**src/include/sph_pkg.sv**
```systemverilog
// Package for the parameter/configuration/diagnosis handshake block.
// Assumes a 32-bit APB slave port and a same-clock fieldbus engine.
package sph_pkg;

	// Register word indices; byte address is four times the index
	localparam logic [5:0] IDX_STATUS = 6'h04;
	localparam logic [5:0] IDX_CTRL = 6'h05;
	localparam logic [5:0] IDX_LEN_PRM = 6'h06;
	localparam logic [5:0] IDX_LEN_CFG = 6'h07;
	localparam logic [5:0] IDX_BUF_MAP = 6'h08;
	localparam logic [5:0] IDX_DIAG_SM = 6'h0C;
	localparam logic [5:0] IDX_NEW_DIAG = 6'h0D;
	localparam logic [5:0] IDX_PRM_OK = 6'h0E;
	localparam logic [5:0] IDX_PRM_NOK = 6'h0F;
	localparam logic [5:0] IDX_CFG_OK = 6'h10;
	localparam logic [5:0] IDX_CFG_NOK = 6'h11;

	// Command cell answers in bits 1-0
	localparam logic [1:0] RSP_FINISHED = 2'h0;
	localparam logic [1:0] RSP_CONFLICT = 2'h1;
	localparam logic [1:0] RSP_NOT_ALLOWED = 2'h3;

	// New-diagnosis answers
	localparam logic [1:0] DG_NO_BUF = 2'h0;
	localparam logic [1:0] DG_BUF1 = 2'h1;
	localparam logic [1:0] DG_BUF2 = 2'h2;

	// Diagnosis buffer ownership codes
	localparam logic [1:0] OWN_NIL = 2'h0;
	localparam logic [1:0] OWN_USER = 2'h1;
	localparam logic [1:0] OWN_DEV = 2'h2;
	localparam logic [1:0] OWN_SEND = 2'h3;

	// First application byte in the parameter buffer
	localparam logic [7:0] PRM_START_STD = 8'h08;
	localparam logic [7:0] PRM_START_EXT = 8'h0A;

	// Physical buffer ids after reset: aux zero, parameter two, config three
	localparam logic [1:0] BUF_AUX_RST = 2'h0;
	localparam logic [1:0] BUF_PRM_RST = 2'h2;
	localparam logic [1:0] BUF_CFG_RST = 2'h3;

	// Field positions
	localparam int CTRL_EXT_BIT = 0;
	localparam int ST_FLAG_BIT = 3;
	localparam int ST_PRM_IRQ_BIT = 4;
	localparam int ST_CFG_IRQ_BIT = 5;
	localparam int ST_START_LSB = 8;

	typedef enum logic [2:0] {
		SPH_WAIT_PRM = 3'b001,
		SPH_WAIT_CFG = 3'b010,
		SPH_DATA_EXCHANGE_STATE = 3'b100
	} sph_state_t;

	// Events from the fieldbus engine, one-cycle pulses except levels
	typedef struct packed {
		logic prm_valid;      // Validated parameter telegram, > 7 bytes
		logic [7:0] prm_len;
		logic cfg_valid;      // Error-free check-configuration telegram
		logic [7:0] cfg_len;
		logic diag_fetched;   // Master fetched the diagnosis
		logic diag_sending;   // Level: device diag buffer is on the wire
		logic stat_diag;      // Level: static bit of device diag buffer
	} sph_fb_evt_t;

	// Controls toward the fieldbus engine and host interrupt logic
	typedef struct packed {
		logic hi_prio;        // Answer next data exchange high priority
		sph_state_t state;
		logic [1:0] aux_buf;
		logic [1:0] prm_buf;
		logic [1:0] cfg_buf;
		logic diag_dev_buf;   // 0 = buffer one, 1 = buffer two
		logic [7:0] prm_start;
		logic new_prm_irq;    // Level
		logic new_cfg_irq;    // Level
		logic diag_chg_irq;   // Pulse
		logic exch_irq;       // Pulse
		logic prm_rej_diag;   // Pulse
		logic cfg_rej_diag;   // Pulse
	} sph_fb_ctl_t;

endpackage : sph_pkg

```
**src/hw/sph_handshake.sv**
```systemverilog
// Parameter, configuration and diagnosis buffer handshake with APB access.
// Assumes the fieldbus engine runs on pclk and sends one telegram event
// per cycle; buffer memories live outside and use the ids given here.

// How it works
// - Long parameter telegram swaps buffer, irq raised
// - Application parameters start at byte 8/10
// - Parameter irq cleared only by command
// - Parameter reject sets diag, back to wait
// - Parameter command read returns 2-bit code
// - Second parameter telegram gives conflict code
// - Configuration telegram swaps buffer, irq raised
// - Configuration irq cleared only by command
// - Configuration reject updates diag, back wait
// - Accept enters exchange when counters zero
// - Second configuration telegram gives conflict code
// - Configuration command read returns 2-bit code
// - Two diagnosis buffers, one device-owned
// - New-diagnosis command swaps, irq confirms
// - Swap sets flag, flag means priority
// - Fetch clears flag unless static diagnosis
// - Diagnosis flag visible in status register
// - New-diagnosis read returns host buffer code
module sph_handshake (
	input wire logic pclk,
	input wire logic presetn,
	input wire logic psel,
	input wire logic penable,
	input wire logic pwrite,
	input wire logic [7:0] paddr,
	input wire logic [31:0] pwdata,
	output logic [31:0] prdata,
	output logic pready,
	output logic pslverr,
	input wire sph_pkg::sph_fb_evt_t fb_evt,
	output sph_pkg::sph_fb_ctl_t fb_ctl
);

	sph_pkg::sph_state_t state_ff, nxt_state;
	logic ack_ff;
	logic [31:0] prdata_ff, nxt_prdata;
	logic slverr_ff;
	logic [1:0] prm_cnt_ff, nxt_prm_cnt;
	logic [1:0] cfg_cnt_ff, nxt_cfg_cnt;
	logic new_prm_ff, new_cfg_ff;
	logic [7:0] prm_len_ff, cfg_len_ff;
	logic [1:0] aux_buf_ff, prm_buf_ff, cfg_buf_ff;
	logic ext_en_ff;
	logic dev_buf_ff;
	logic [1:0] host_buf_ff, nxt_host_buf;
	logic pend_ff, nxt_pend;
	logic diag_flag_ff;
	logic diag_chg_ff, exch_ff, prm_rej_ff, cfg_rej_ff;

	// Access phase decode; the action fires on the first access cycle
	wire [5:0] word = paddr[7:2];
	wire acc = psel & penable & ~ack_ff;
	wire rd = acc & ~pwrite;
	wire wr = acc & pwrite;
	wire hit_status = word == sph_pkg::IDX_STATUS;
	wire hit_ctrl = word == sph_pkg::IDX_CTRL;
	wire hit_len_prm = word == sph_pkg::IDX_LEN_PRM;
	wire hit_len_cfg = word == sph_pkg::IDX_LEN_CFG;
	wire hit_buf_map = word == sph_pkg::IDX_BUF_MAP;
	wire hit_diag_sm = word == sph_pkg::IDX_DIAG_SM;
	wire hit_new_diag = word == sph_pkg::IDX_NEW_DIAG;
	wire hit_prm_ok = word == sph_pkg::IDX_PRM_OK;
	wire hit_prm_nok = word == sph_pkg::IDX_PRM_NOK;
	wire hit_cfg_ok = word == sph_pkg::IDX_CFG_OK;
	wire hit_cfg_nok = word == sph_pkg::IDX_CFG_NOK;
	wire hit_cmd = hit_new_diag | hit_prm_ok | hit_prm_nok | hit_cfg_ok
		| hit_cfg_nok;
	wire hit_any = hit_cmd | hit_status | hit_ctrl | hit_len_prm
		| hit_len_cfg | hit_buf_map | hit_diag_sm;
	wire wr_ctrl = wr & hit_ctrl;

	// read-only triggers
	// Writes to command cells fall through every decode below
	wire cmd_prm_ok = rd & hit_prm_ok;
	wire cmd_prm_nok = rd & hit_prm_nok;
	wire cmd_cfg_ok = rd & hit_cfg_ok;
	wire cmd_cfg_nok = rd & hit_cfg_nok;
	wire cmd_diag = rd & hit_new_diag;

	// conflict on second telegram
	// A telegram landing in the same cycle as the read counts as pending
	wire prm_cmd = cmd_prm_ok | cmd_prm_nok;
	wire prm_allowed = prm_cnt_ff != 2'h0;
	wire prm_conflict = (prm_cnt_ff > 2'h1) | fb_evt.prm_valid;
	wire prm_done = prm_cmd & prm_allowed;
	wire prm_fin = prm_done & ~prm_conflict;
	wire [1:0] prm_code = !prm_allowed ? sph_pkg::RSP_NOT_ALLOWED
		: prm_conflict ? sph_pkg::RSP_CONFLICT : sph_pkg::RSP_FINISHED;

	// Both telegrams share the aux buffer; parameters win a collision
	wire cfg_take = fb_evt.cfg_valid & ~fb_evt.prm_valid;

	wire cfg_cmd = cmd_cfg_ok | cmd_cfg_nok;
	wire cfg_allowed = cfg_cnt_ff != 2'h0;
	wire cfg_conflict = (cfg_cnt_ff > 2'h1) | cfg_take;
	wire cfg_done = cfg_cmd & cfg_allowed;
	wire cfg_fin = cfg_done & ~cfg_conflict;
	wire [1:0] cfg_code = !cfg_allowed ? sph_pkg::RSP_NOT_ALLOWED
		: cfg_conflict ? sph_pkg::RSP_CONFLICT : sph_pkg::RSP_FINISHED;

	// swap only while the host holds a buffer
	wire diag_swap = cmd_diag & (host_buf_ff != sph_pkg::DG_NO_BUF);
	wire host_is_buf2 = host_buf_ff == sph_pkg::DG_BUF2;

	wire [7:0] prm_start = ext_en_ff ? sph_pkg::PRM_START_EXT
		: sph_pkg::PRM_START_STD;

	wire cnts_clear = (nxt_prm_cnt == 2'h0) & (nxt_cfg_cnt == 2'h0);

	// Trigger counters; a conflict ack leaves one telegram pending
	always_comb begin
		nxt_prm_cnt = prm_cnt_ff;
		if (prm_done) begin
			nxt_prm_cnt = (prm_cnt_ff > 2'h1) ? 2'h1 : 2'h0;
			if (fb_evt.prm_valid) begin
				nxt_prm_cnt = nxt_prm_cnt + 2'h1;
			end
		end else if (fb_evt.prm_valid && prm_cnt_ff != 2'h3) begin
			nxt_prm_cnt = prm_cnt_ff + 2'h1;
		end
		nxt_cfg_cnt = cfg_cnt_ff;
		if (cfg_done) begin
			nxt_cfg_cnt = (cfg_cnt_ff > 2'h1) ? 2'h1 : 2'h0;
			if (cfg_take) begin
				nxt_cfg_cnt = nxt_cfg_cnt + 2'h1;
			end
		end else if (cfg_take && cfg_cnt_ff != 2'h3) begin
			nxt_cfg_cnt = cfg_cnt_ff + 2'h1;
		end
	end

	// Slave state machine driven by host acknowledgements
	always_comb begin
		nxt_state = state_ff;
		case (state_ff)
			sph_pkg::SPH_WAIT_PRM: begin
				if (prm_fin && cmd_prm_ok) begin
					nxt_state = sph_pkg::SPH_WAIT_CFG;
				end
			end
			sph_pkg::SPH_WAIT_CFG, sph_pkg::SPH_DATA_EXCHANGE_STATE: begin
				if (prm_done && cmd_prm_nok) begin
					nxt_state = sph_pkg::SPH_WAIT_PRM;
				end else if (cfg_done && cmd_cfg_nok) begin
					nxt_state = sph_pkg::SPH_WAIT_PRM;
				end else if (cfg_fin && cmd_cfg_ok && cnts_clear) begin
					nxt_state = sph_pkg::SPH_DATA_EXCHANGE_STATE;
				end
			end
			default: nxt_state = sph_pkg::SPH_WAIT_PRM;
		endcase
	end

	// Diagnosis ownership after a swap or the end of a send
	always_comb begin
		nxt_host_buf = host_buf_ff;
		nxt_pend = pend_ff;
		if (diag_swap) begin
			// Old device buffer stays with the device while it is sent
			nxt_pend = fb_evt.diag_sending;
			nxt_host_buf = fb_evt.diag_sending ? sph_pkg::DG_NO_BUF
				: (dev_buf_ff ? sph_pkg::DG_BUF2 : sph_pkg::DG_BUF1);
		end else if (pend_ff && !fb_evt.diag_sending) begin
			nxt_pend = 1'b0;
			nxt_host_buf = dev_buf_ff ? sph_pkg::DG_BUF1 : sph_pkg::DG_BUF2;
		end
	end

	// Read data mux; command cells show the code of this very access
	always_comb begin
		nxt_prdata = 32'h0000_0000;
		if (hit_status) begin
			nxt_prdata[2:0] = state_ff;
			nxt_prdata[sph_pkg::ST_FLAG_BIT] = diag_flag_ff;
			nxt_prdata[sph_pkg::ST_PRM_IRQ_BIT] = new_prm_ff;
			nxt_prdata[sph_pkg::ST_CFG_IRQ_BIT] = new_cfg_ff;
			nxt_prdata[sph_pkg::ST_START_LSB +: 8] = prm_start;
		end else if (hit_ctrl) begin
			nxt_prdata[sph_pkg::CTRL_EXT_BIT] = ext_en_ff;
		end else if (hit_len_prm) begin
			nxt_prdata[7:0] = prm_len_ff;
		end else if (hit_len_cfg) begin
			nxt_prdata[7:0] = cfg_len_ff;
		end else if (hit_buf_map) begin
			nxt_prdata[5:0] = {cfg_buf_ff, prm_buf_ff, aux_buf_ff};
		end else if (hit_diag_sm) begin
			nxt_prdata[1:0] = diag_own(1'b0);
			nxt_prdata[3:2] = diag_own(1'b1);
		end else if (hit_new_diag) begin
			nxt_prdata[1:0] = nxt_host_buf;
		end else if (hit_prm_ok || hit_prm_nok) begin
			nxt_prdata[1:0] = prm_code;
		end else if (hit_cfg_ok || hit_cfg_nok) begin
			nxt_prdata[1:0] = cfg_code;
		end
	end

	// Ownership code of diagnosis buffer b (0 = one, 1 = two)
	function automatic logic [1:0] diag_own(input logic b);
		logic [1:0] code;
		code = sph_pkg::OWN_NIL;
		if (b == dev_buf_ff) begin
			code = fb_evt.diag_sending ? sph_pkg::OWN_SEND : sph_pkg::OWN_DEV;
		end else if (pend_ff) begin
			code = sph_pkg::OWN_SEND;
		end else if (host_buf_ff == (b ? sph_pkg::DG_BUF2 : sph_pkg::DG_BUF1))
		begin
			code = sph_pkg::OWN_USER;
		end
		return code;
	endfunction : diag_own

	// APB answer: one wait state, then pready with registered data
	always_ff @(posedge pclk or negedge presetn) begin
		if (!presetn) begin
			ack_ff <= 1'b0;
			prdata_ff <= 32'h0000_0000;
			slverr_ff <= 1'b0;
		end else begin
			ack_ff <= acc;
			if (acc) begin
				prdata_ff <= pwrite ? 32'h0000_0000 : nxt_prdata;
				slverr_ff <= ~hit_any;     // Unmapped address
			end
		end
	end

	assign pready = psel & penable & ack_ff;
	assign pslverr = pready & slverr_ff;
	assign prdata = prdata_ff;

	// Host control bits; pwdata upper bits are ignored
	always_ff @(posedge pclk or negedge presetn) begin
		if (!presetn) begin
			ext_en_ff <= 1'b0;
		end else if (wr_ctrl) begin
			ext_en_ff <= pwdata[sph_pkg::CTRL_EXT_BIT];
		end
	end

	// State, counters and parameter/config buffer rotation
	always_ff @(posedge pclk or negedge presetn) begin
		if (!presetn) begin
			state_ff <= sph_pkg::SPH_WAIT_PRM;
			prm_cnt_ff <= 2'h0;
			cfg_cnt_ff <= 2'h0;
			prm_len_ff <= 8'h00;
			cfg_len_ff <= 8'h00;
			aux_buf_ff <= sph_pkg::BUF_AUX_RST;
			prm_buf_ff <= sph_pkg::BUF_PRM_RST;
			cfg_buf_ff <= sph_pkg::BUF_CFG_RST;
		end else begin
			state_ff <= nxt_state;
			prm_cnt_ff <= nxt_prm_cnt;
			cfg_cnt_ff <= nxt_cfg_cnt;
			if (fb_evt.prm_valid) begin
				prm_buf_ff <= aux_buf_ff;
				aux_buf_ff <= prm_buf_ff;
				prm_len_ff <= fb_evt.prm_len;
			end else if (cfg_take) begin
				cfg_buf_ff <= aux_buf_ff;
				aux_buf_ff <= cfg_buf_ff;
				cfg_len_ff <= fb_evt.cfg_len;
			end
		end
	end

	// Interrupt levels: arrival sets, a finished ack clears, set wins
	always_ff @(posedge pclk or negedge presetn) begin
		if (!presetn) begin
			new_prm_ff <= 1'b0;
			new_cfg_ff <= 1'b0;
		end else begin
			if (fb_evt.prm_valid) begin
				new_prm_ff <= 1'b1;
			end else if (prm_fin) begin
				new_prm_ff <= 1'b0;
			end
			if (cfg_take) begin
				new_cfg_ff <= 1'b1;
			end else if (cfg_fin) begin
				new_cfg_ff <= 1'b0;
			end
		end
	end

	// Event pulses toward the engine and the interrupt controller
	always_ff @(posedge pclk or negedge presetn) begin
		if (!presetn) begin
			exch_ff <= 1'b0;
			prm_rej_ff <= 1'b0;
			cfg_rej_ff <= 1'b0;
			diag_chg_ff <= 1'b0;
		end else begin
			exch_ff <= (nxt_state == sph_pkg::SPH_DATA_EXCHANGE_STATE)
				!= (state_ff == sph_pkg::SPH_DATA_EXCHANGE_STATE);
			prm_rej_ff <= prm_done & cmd_prm_nok;
			cfg_rej_ff <= cfg_done & cmd_cfg_nok;
			diag_chg_ff <= diag_swap;
		end
	end

	// Diagnosis buffers and the flag that asks for priority answers
	always_ff @(posedge pclk or negedge presetn) begin
		if (!presetn) begin
			dev_buf_ff <= 1'b0;
			host_buf_ff <= sph_pkg::DG_BUF2;
			pend_ff <= 1'b0;
			diag_flag_ff <= 1'b0;
		end else begin
			host_buf_ff <= nxt_host_buf;
			pend_ff <= nxt_pend;
			if (diag_swap) begin
				dev_buf_ff <= host_is_buf2;
			end
			if (diag_swap) begin
				diag_flag_ff <= 1'b1;
			end else if (fb_evt.diag_fetched && !fb_evt.stat_diag) begin
				diag_flag_ff <= 1'b0;
			end
		end
	end

	assign fb_ctl.hi_prio = diag_flag_ff;
	assign fb_ctl.state = state_ff;
	assign fb_ctl.aux_buf = aux_buf_ff;
	assign fb_ctl.prm_buf = prm_buf_ff;
	assign fb_ctl.cfg_buf = cfg_buf_ff;
	assign fb_ctl.diag_dev_buf = dev_buf_ff;
	assign fb_ctl.prm_start = prm_start;
	assign fb_ctl.new_prm_irq = new_prm_ff;
	assign fb_ctl.new_cfg_irq = new_cfg_ff;
	assign fb_ctl.diag_chg_irq = diag_chg_ff;
	assign fb_ctl.exch_irq = exch_ff;
	assign fb_ctl.prm_rej_diag = prm_rej_ff;
	assign fb_ctl.cfg_rej_diag = cfg_rej_ff;

endmodule : sph_handshake

```
**config.mk**
```make
export PLATFORM = sky130hd
export DESIGN_NAME = sph_handshake
export DESIGN_NICKNAME = d
export VERILOG_FILES = /design/src/include/sph_pkg.sv /design/src/hw/sph_handshake.sv
export SDC_FILE = /design/constraint.sdc
export NUM_CORES = 1
export LEC_CHECK = 0
export BUFFER_PORTS_ARGS = -buffer_cell sky130_fd_sc_hd__buf_4
export CAP_MARGIN = 20
export CORE_UTILIZATION = 49
export DETAILED_ROUTE_END_ITERATION = 8
export PLACE_DENSITY = 0.86
export SLEW_MARGIN = 20
export SYNTH_ARGS = -nofsm -noshare
export SYNTH_HDL_FRONTEND = slang
export SYNTH_SLANG_ARGS = --single-unit
```
**constraint.sdc**
```tcl
create_clock -name pclk -period 3.1 [get_ports pclk]
set_clock_uncertainty 0.2 [all_clocks]
set_input_delay 0.155 -clock pclk [delete_from_list [all_inputs] [get_ports pclk]]
set_output_delay 0.155 -clock pclk [all_outputs]
set_load 0.1 [all_outputs]
```
; ---- Word-level counts from Yosys, hierarchy flattened
; Cells that the tools add are included.
[classes]
order_cmp = 2
n_bitwise = 41
shift = 0
reduce_logical = 25
mux = 56
add_sub_neg = 4
eq_ne = 20
div = 0
n_mul = 0
[op_table]
columns = cell, n
row1 = 2-to-1 mux 2 bit, 28
row2 = equality test 6 x 4 -> 1 bit (second input constant), 5
row3 = equality test 6 x 3 -> 1 bit (second input constant), 4
row4 = AND 1 bit, 21
row5 = 2-to-1 mux 1 bit, 16
row6 = 2-to-1 mux 16 bit, 1
row7 = nonzero test 2 bit, 8
row8 = OR 1 bit, 14
row9 = equality test 6 x 5 -> 1 bit (second input constant), 2
row10 = 2-to-1 mux 3 bit, 4
row11 = 2-to-1 mux 6 bit, 2
row12 = logical AND 1 bit, 9
row13 = 2-to-1 mux 4 bit, 2
row14 = 2-to-1 mux 8 bit, 1
row15 = 2-to-1 mux 7 bit, 1
row16 = equality test 3 bit (second input constant), 2
row17 = NOT 1 bit, 6
row18 = one-hot mux 3 bit (2 select lines), 1
row19 = adder 1 x 1 -> 2 bit (second input constant), 2
row20 = adder 2 x 1 -> 2 bit (second input constant), 2
row21 = greater-than comparator 2 x 1 -> 1 bit (second input constant), 2
row22 = zero test 2 bit, 2
row23 = != test 2 bit (second input constant), 2
row24 = equality test 3 x 1 -> 1 bit (second input constant), 1
row25 = 8 further kinds, 10
[word_totals]
romBits = 0
output_inout_bits = 59
wordCells = 170
n_memories = 0
latch_bits = 0
ff_bits = 75
inputBits = 66
ramBits = 0

; ---- Logic depth before layout (Yosys ltp)
[depth]
depth_word = 16
ltp_mapped = 11
ltp_nobuf = 10

; ---- Worst setup path before layout
; No wires, ideal clock.
[synth_timing]
path_kind = input-to-reg
start = input port fb_evt[20] (netlist name)
end = register state_ff[1]
setup_slack_ns = 0.340
setup_ns = 0.118
t_required_ns = 2.782
path_stages = 9
arrival_ns = 2.442
n_path_buf = 2
path_cell_list = buf_2 > inv_1 > nand2_1 > buf_1 > ha_1 > or4b_1 > or4_1 > or3_1 > a21o_1
[synth_between]
elab_chain_len = 12
[synth_lines]
columns = item, line_no
row1 = start: declaration, sph_handshake.sv:35  ; input wire sph_pkg::sph_fb_evt_t fb_evt,
row2 = NOT 1 bit (no source line), -
row3 = AND 1 bit, sph_handshake.sv:96  ; wire cfg_take = fb_evt.cfg_valid & ~fb_evt.prm_valid;
row4 = logical AND 1 bit, sph_handshake.sv:132  ; end else if (cfg_take && cfg_cnt_ff != 2'h3) begin
row5 = 2-to-1 mux 2 bit, sph_handshake.sv:132
row6 = 2-to-1 mux 2 bit, sph_handshake.sv:127  ; if (cfg_done) begin
row7 = zero test 2 bit, sph_handshake.sv:113  ; wire cnts_clear = (nxt_prm_cnt == 2'h0) & (nxt_cfg_cnt == 2'h0);
row8 = AND 1 bit, sph_handshake.sv:113
row9 = logical AND 1 bit, sph_handshake.sv:151  ; end else if (cfg_fin && cmd_cfg_ok && cnts_clear) begin
row10 = 2-to-1 mux 3 bit, sph_handshake.sv:151
row11 = 2-to-1 mux 3 bit, sph_handshake.sv:149  ; end else if (cfg_done && cmd_cfg_nok) begin
row12 = 2-to-1 mux 3 bit, sph_handshake.sv:147  ; if (prm_done && cmd_prm_nok) begin
row13 = one-hot mux 3 bit (2 select lines) (*), sph_handshake.sv:140  ; case (state_ff)
row14 = via nxt_state[1], sph_handshake.sv:39  ; sph_pkg::sph_state_t state_ff, nxt_state;
row15 = end signal: assignment, sph_handshake.sv:249  ; state_ff <= sph_pkg::SPH_WAIT_PRM;
row16 = end signal: assignment, sph_handshake.sv:258  ; state_ff <= nxt_state;
row17 = end: declaration, sph_handshake.sv:39
; The timed path passes the listed nets; every way through them passes the cells marked *.
; A chain may end at the register's enable or synchronous reset.

; ---- Worst setup path after layout
[layout_timing]
start = register cfg_cnt_ff[1]
end = register state_ff[1]
[layout_between]
elab_chain_len = 12
[layout_lines]
columns = item, line_no
row1 = start: declaration, sph_handshake.sv:44  ; logic [1:0] cfg_cnt_ff, nxt_cfg_cnt;
row2 = start signal: assignment, sph_handshake.sv:260  ; cfg_cnt_ff <= nxt_cfg_cnt;
row3 = greater-than comparator 2 x 1 -> 1 bit, "sph_handshake.sv:100, sph_handshake.sv:128"
row4 = 2-to-1 mux 1 bit, sph_handshake.sv:128  ; nxt_cfg_cnt = (cfg_cnt_ff > 2'h1) ? 2'h1 : 2'h0;
row5 = adder 1 x 1 -> 2 bit, sph_handshake.sv:130  ; nxt_cfg_cnt = nxt_cfg_cnt + 2'h1;
row6 = 2-to-1 mux 2 bit, sph_handshake.sv:129  ; if (cfg_take) begin
row7 = 2-to-1 mux 2 bit, sph_handshake.sv:127
row8 = zero test 2 bit, sph_handshake.sv:113
row9 = AND 1 bit, sph_handshake.sv:113
row10 = logical AND 1 bit, sph_handshake.sv:151
row11 = 2-to-1 mux 3 bit, sph_handshake.sv:151
row12 = 2-to-1 mux 3 bit (*), sph_handshake.sv:149
row13 = 2-to-1 mux 3 bit (*), sph_handshake.sv:147
row14 = one-hot mux 3 bit (2 select lines) (*), sph_handshake.sv:140
row15 = via nxt_state[1], sph_handshake.sv:39
; Marks and branches as above.

==> results.yml <==
synthesis:
  synth_compound_area_share_pct: 11.0
  synthTopCellsByArea: "dfrtp_1 38%, buf_4 9.0%, nand2_1 5.7%"
  ys_ff_latch: 53
  synth_top_family_by_area: "simple AND/OR/NAND/NOR gates"
  synthMuxAreaShare_pct: 10.6
  post_synth.cell_area_avg_um2: 9.71
  ys_warn_count: 0
  synth_fa_ha_area_share_pct: 3.94
  synth_simple_gate_area_share_pct: 19.1
  async_reset_ff_share_pct: 100
  synth_area_um2: 3180
  synth_cell_types: 55
  synth_commonest_cells: "48 x dfrtp_1, 48 x nand2_1, 38 x buf_4"
  synth_top_area_share_pct: 37.8
  synth-xor-area-share_pct: 0.827
  synth_ff_type: "dfrtp_1"
  synth.largest_area_cell: "dfrtp_1"
  synth_enable_flop_cells: 0
  seq_area_frac_synth_pct: 42.0
  syn_inst: 327
sta:
  maxClockFrequency_ghz: 0.345
  maxSlewViolCount: 0
  tns_ns: 0
  worstMarginPinSlew_ns: 0.652
  setup_viol: 0
  period_needed_ns: 2.90
  rsz0062_at_grt: "no"
  finalCritPeriodShare_pct: 93.6
  relSlewSlack_pct: 56.6
  hold_viol_final: 0
place:
  gp_congestion: 0.924
  place_inst: 446
  port_buffers: 62
  hpwl_um: 5320
  placed_area_um2: 3530
worst_setup_path:
  crit_path_start_kind: "flip-flop"
  path_common_cell: "ha_1"
  cp_slowest_cell: "or4b_1"
  required_ns: 3.10
  critPathMaxFanout: 4
  crit_path_end_kind: "flip-flop"
  critPathMaxStageDelay_ns: 0.53
  worstSetupPathType: "reg2reg"
  crit_arrival_ns: 2.90
  path_cells: "inv_1 -> ha_1 -> nand2b_1 -> ha_1 -> or4b_1 -> or4_1 -> or3_1 -> a21o_1"
drt:
  vias_per_cell: 5.39
  drt-wirelength-per-cell_um: 15.4
  routed-via-count: 2570
  drt-initial-drc-count: 143
  ant_nets: 0
  finalWirelength_um: 7350
  first_pass_iters: 5
  drc_errors: 0
die:
  core.rowCount: 28
  die_w_um: 82.5
  design.core.area_um2: 6100
  io_pins: 125
  start_util_pct: 52.1
  dieArea_um2: 6810
  die_h_um: 82.5
clock_tree:
  ctsResizeCount: 0
  insertion_delay_ns: 0.31
  tritoncts_num_sinks: 53
  cts_tree: "built"
  h-tree-depth: 2
  clkTransAtPathRegs_ns: 0.09
  numCtsBuffers: 5
  postCtsSetupRepairBufs: 0
  root_buffer: "clkbuf_8"
  clock_path_buffers: 2
cells_and_area:
  instances_no_fill: 477
  antennaDiodeCount: 0
  final_area_um2: 3870
  final_util_pct: 63.5
  drive_above_1_share_pct: 25.1
  syn_to_final_growth_pct: 22.0
  nets: 477
outcome:
  status: "completed"
hold_path:
  hold_path.class: "in2reg"
grt:
  grt_start_max_net_pins: 54
  grt_pass1_wl_um: 11800
  grt.overflow.total: 0
  antenna_found_initial: 0
  grt_pass1_vias: 2537
  grt_usage_pct: 23.3
pwr:
  p_per_area_nw_per_um2: 489
  max-vdd-ir-drop_uv: 339
  p_leak_nw: 1.91
run:
  drv_cap: 0
==> worst paths after layout <==
path	from	endpoint	slack [ns]	cells past startpoint
worst max-delay path	cfg_cnt_ff[1]$_DFF_PN0_	state_ff[1]$_DFF_PN0_	0.20	8
min in group asynchronous	presetn	prm_len_ff[7]$_DFFE_PN0P_	0.22	2
max in group asynchronous	presetn	prm_rej_ff$_DFF_PN0_	2.04	2
worst max register to register	cfg_cnt_ff[1]$_DFF_PN0_	state_ff[1]$_DFF_PN0_	0.20	8
worst min-delay path	paddr[7]	slverr_ff$_DFFE_PN0N_	0.02	3
worst min register to register	cfg_buf_ff[1]$_DFFE_PN1P_	cfg_buf_ff[1]$_DFFE_PN1P_	0.28	2
==> cells in the final DEF, fill, tap and decap left out, types with 4 or more instances in the layout <==
| cell | n |
|---|---|
| mux2i_1 | 13 |
| clkbuf_8 | 6 |
| mux2_2 | 15 |
| a21oi_1 | 6 |
| ha_1 | 10 |
| a211oi_1 | 4 |
| nand3_1 | 4 |
| dfstp_2 | 5 |
| a31oi_1 | 6 |
| nand2b_1 | 5 |
| nand2_1 | 48 |
| conb_1 | 29 |
| nor2b_1 | 8 |
| dlygate4sd3_1 | 23 |
| nor2_1 | 18 |
| nor3_1 | 7 |
| inv_1 | 16 |
| buf_4 | 65 |
| dfrtp_1 | 48 |
| o21ai_0 | 13 |
| a22oi_1 | 5 |
==> per-layer routing <==
metal / GRT usage [%] / wire length, µm / share of wire [%]
met3: 4.29 / 444 / 6.0
met4: 5.52 / 70 / 0.95
met2: 42.1 / 3740 / 51
met1: 28.7 / 3100 / 42
met5: 0 / 0 / 0
==> registers in the layout, summed over array words and instances (netlist names), 3 cells and up <==
name        count
cfg_len_ff      8
prm_len_ff      8
prdata         10
state_ff        3
==> worst max-delay path: cells and delay by family, from the launching register on <==
family / cells / cell delay [ns]
flip-flops: 1 / 0.40
buffers and inverters: 1 / 0.09
AO/OA/AOI/OAI: 1 / 0.18
adder cells (fa/ha/maj): 2 / 0.49
AND/OR/NAND/NOR: 4 / 1.45
==> report_power, final <==
part | total, mW | leakage (nW) | internal [mW] | switching (mW)
clock | 0.485 | 0.0585 | 0.263 | 0.221
sequential | 0.795 | 0.668 | 0.749 | 0.0457
combinational | 0.616 | 1.19 | 0.215 | 0.401
==> layout make-up <==
| class | count | area, µm² |
|---|---|---|
| Multi-Input combinational cell | 237 | 1550 |
| Sequential cell | 53 | 1330 |
| Inverter | 16 | 60.1 |
| Timing Repair Buffer | 88 | 718 |
| Tap cell | 75 | 93.8 |
| Clock inverter | 1 | 30.0 |
| Clock buffer | 7 | 86.3 |
| Fill cell | 515 | 2220 |
==> cell families (layout without fill, tap and decap cells) <==
| kind of cell | Yosys count | after routing |
|---|---|---|
| AND/OR/NAND/NOR | 113 | 113 |
| buffers and inverters | 64 | 112 |
| flip-flops | 53 | 53 |
| AO/OA/AOI/OAI | 52 | 52 |
| multiplexers | 30 | 30 |
| adder cells (fa/ha/maj) | 10 | 10 |
| XOR/XNOR | 3 | 3 |
| other | 2 | 29 |
==> what timing repair did <==
item / CTS / global route
setup endpoints to repair: 0 / 0
hold endpoints to repair: 72 / 0
hold buffers: 23 / 0
==> through the flow <==
step | worst slack (ns) | power [mW] | hold slack [ns]
floorplan | 0.340 | 1.29 | -0.341
global placement | 0.281 | 1.37 | 0.0245
detailed placement | 0.231 | 1.40 | 0.0288
CTS | 0.201 | 1.91 | 0.00679
global route | 0.0761 | 1.99 | 0.0238
finish | 0.200 | 1.90 | 0.0180
Note: power is estimated with default switching activity, not from simulation.
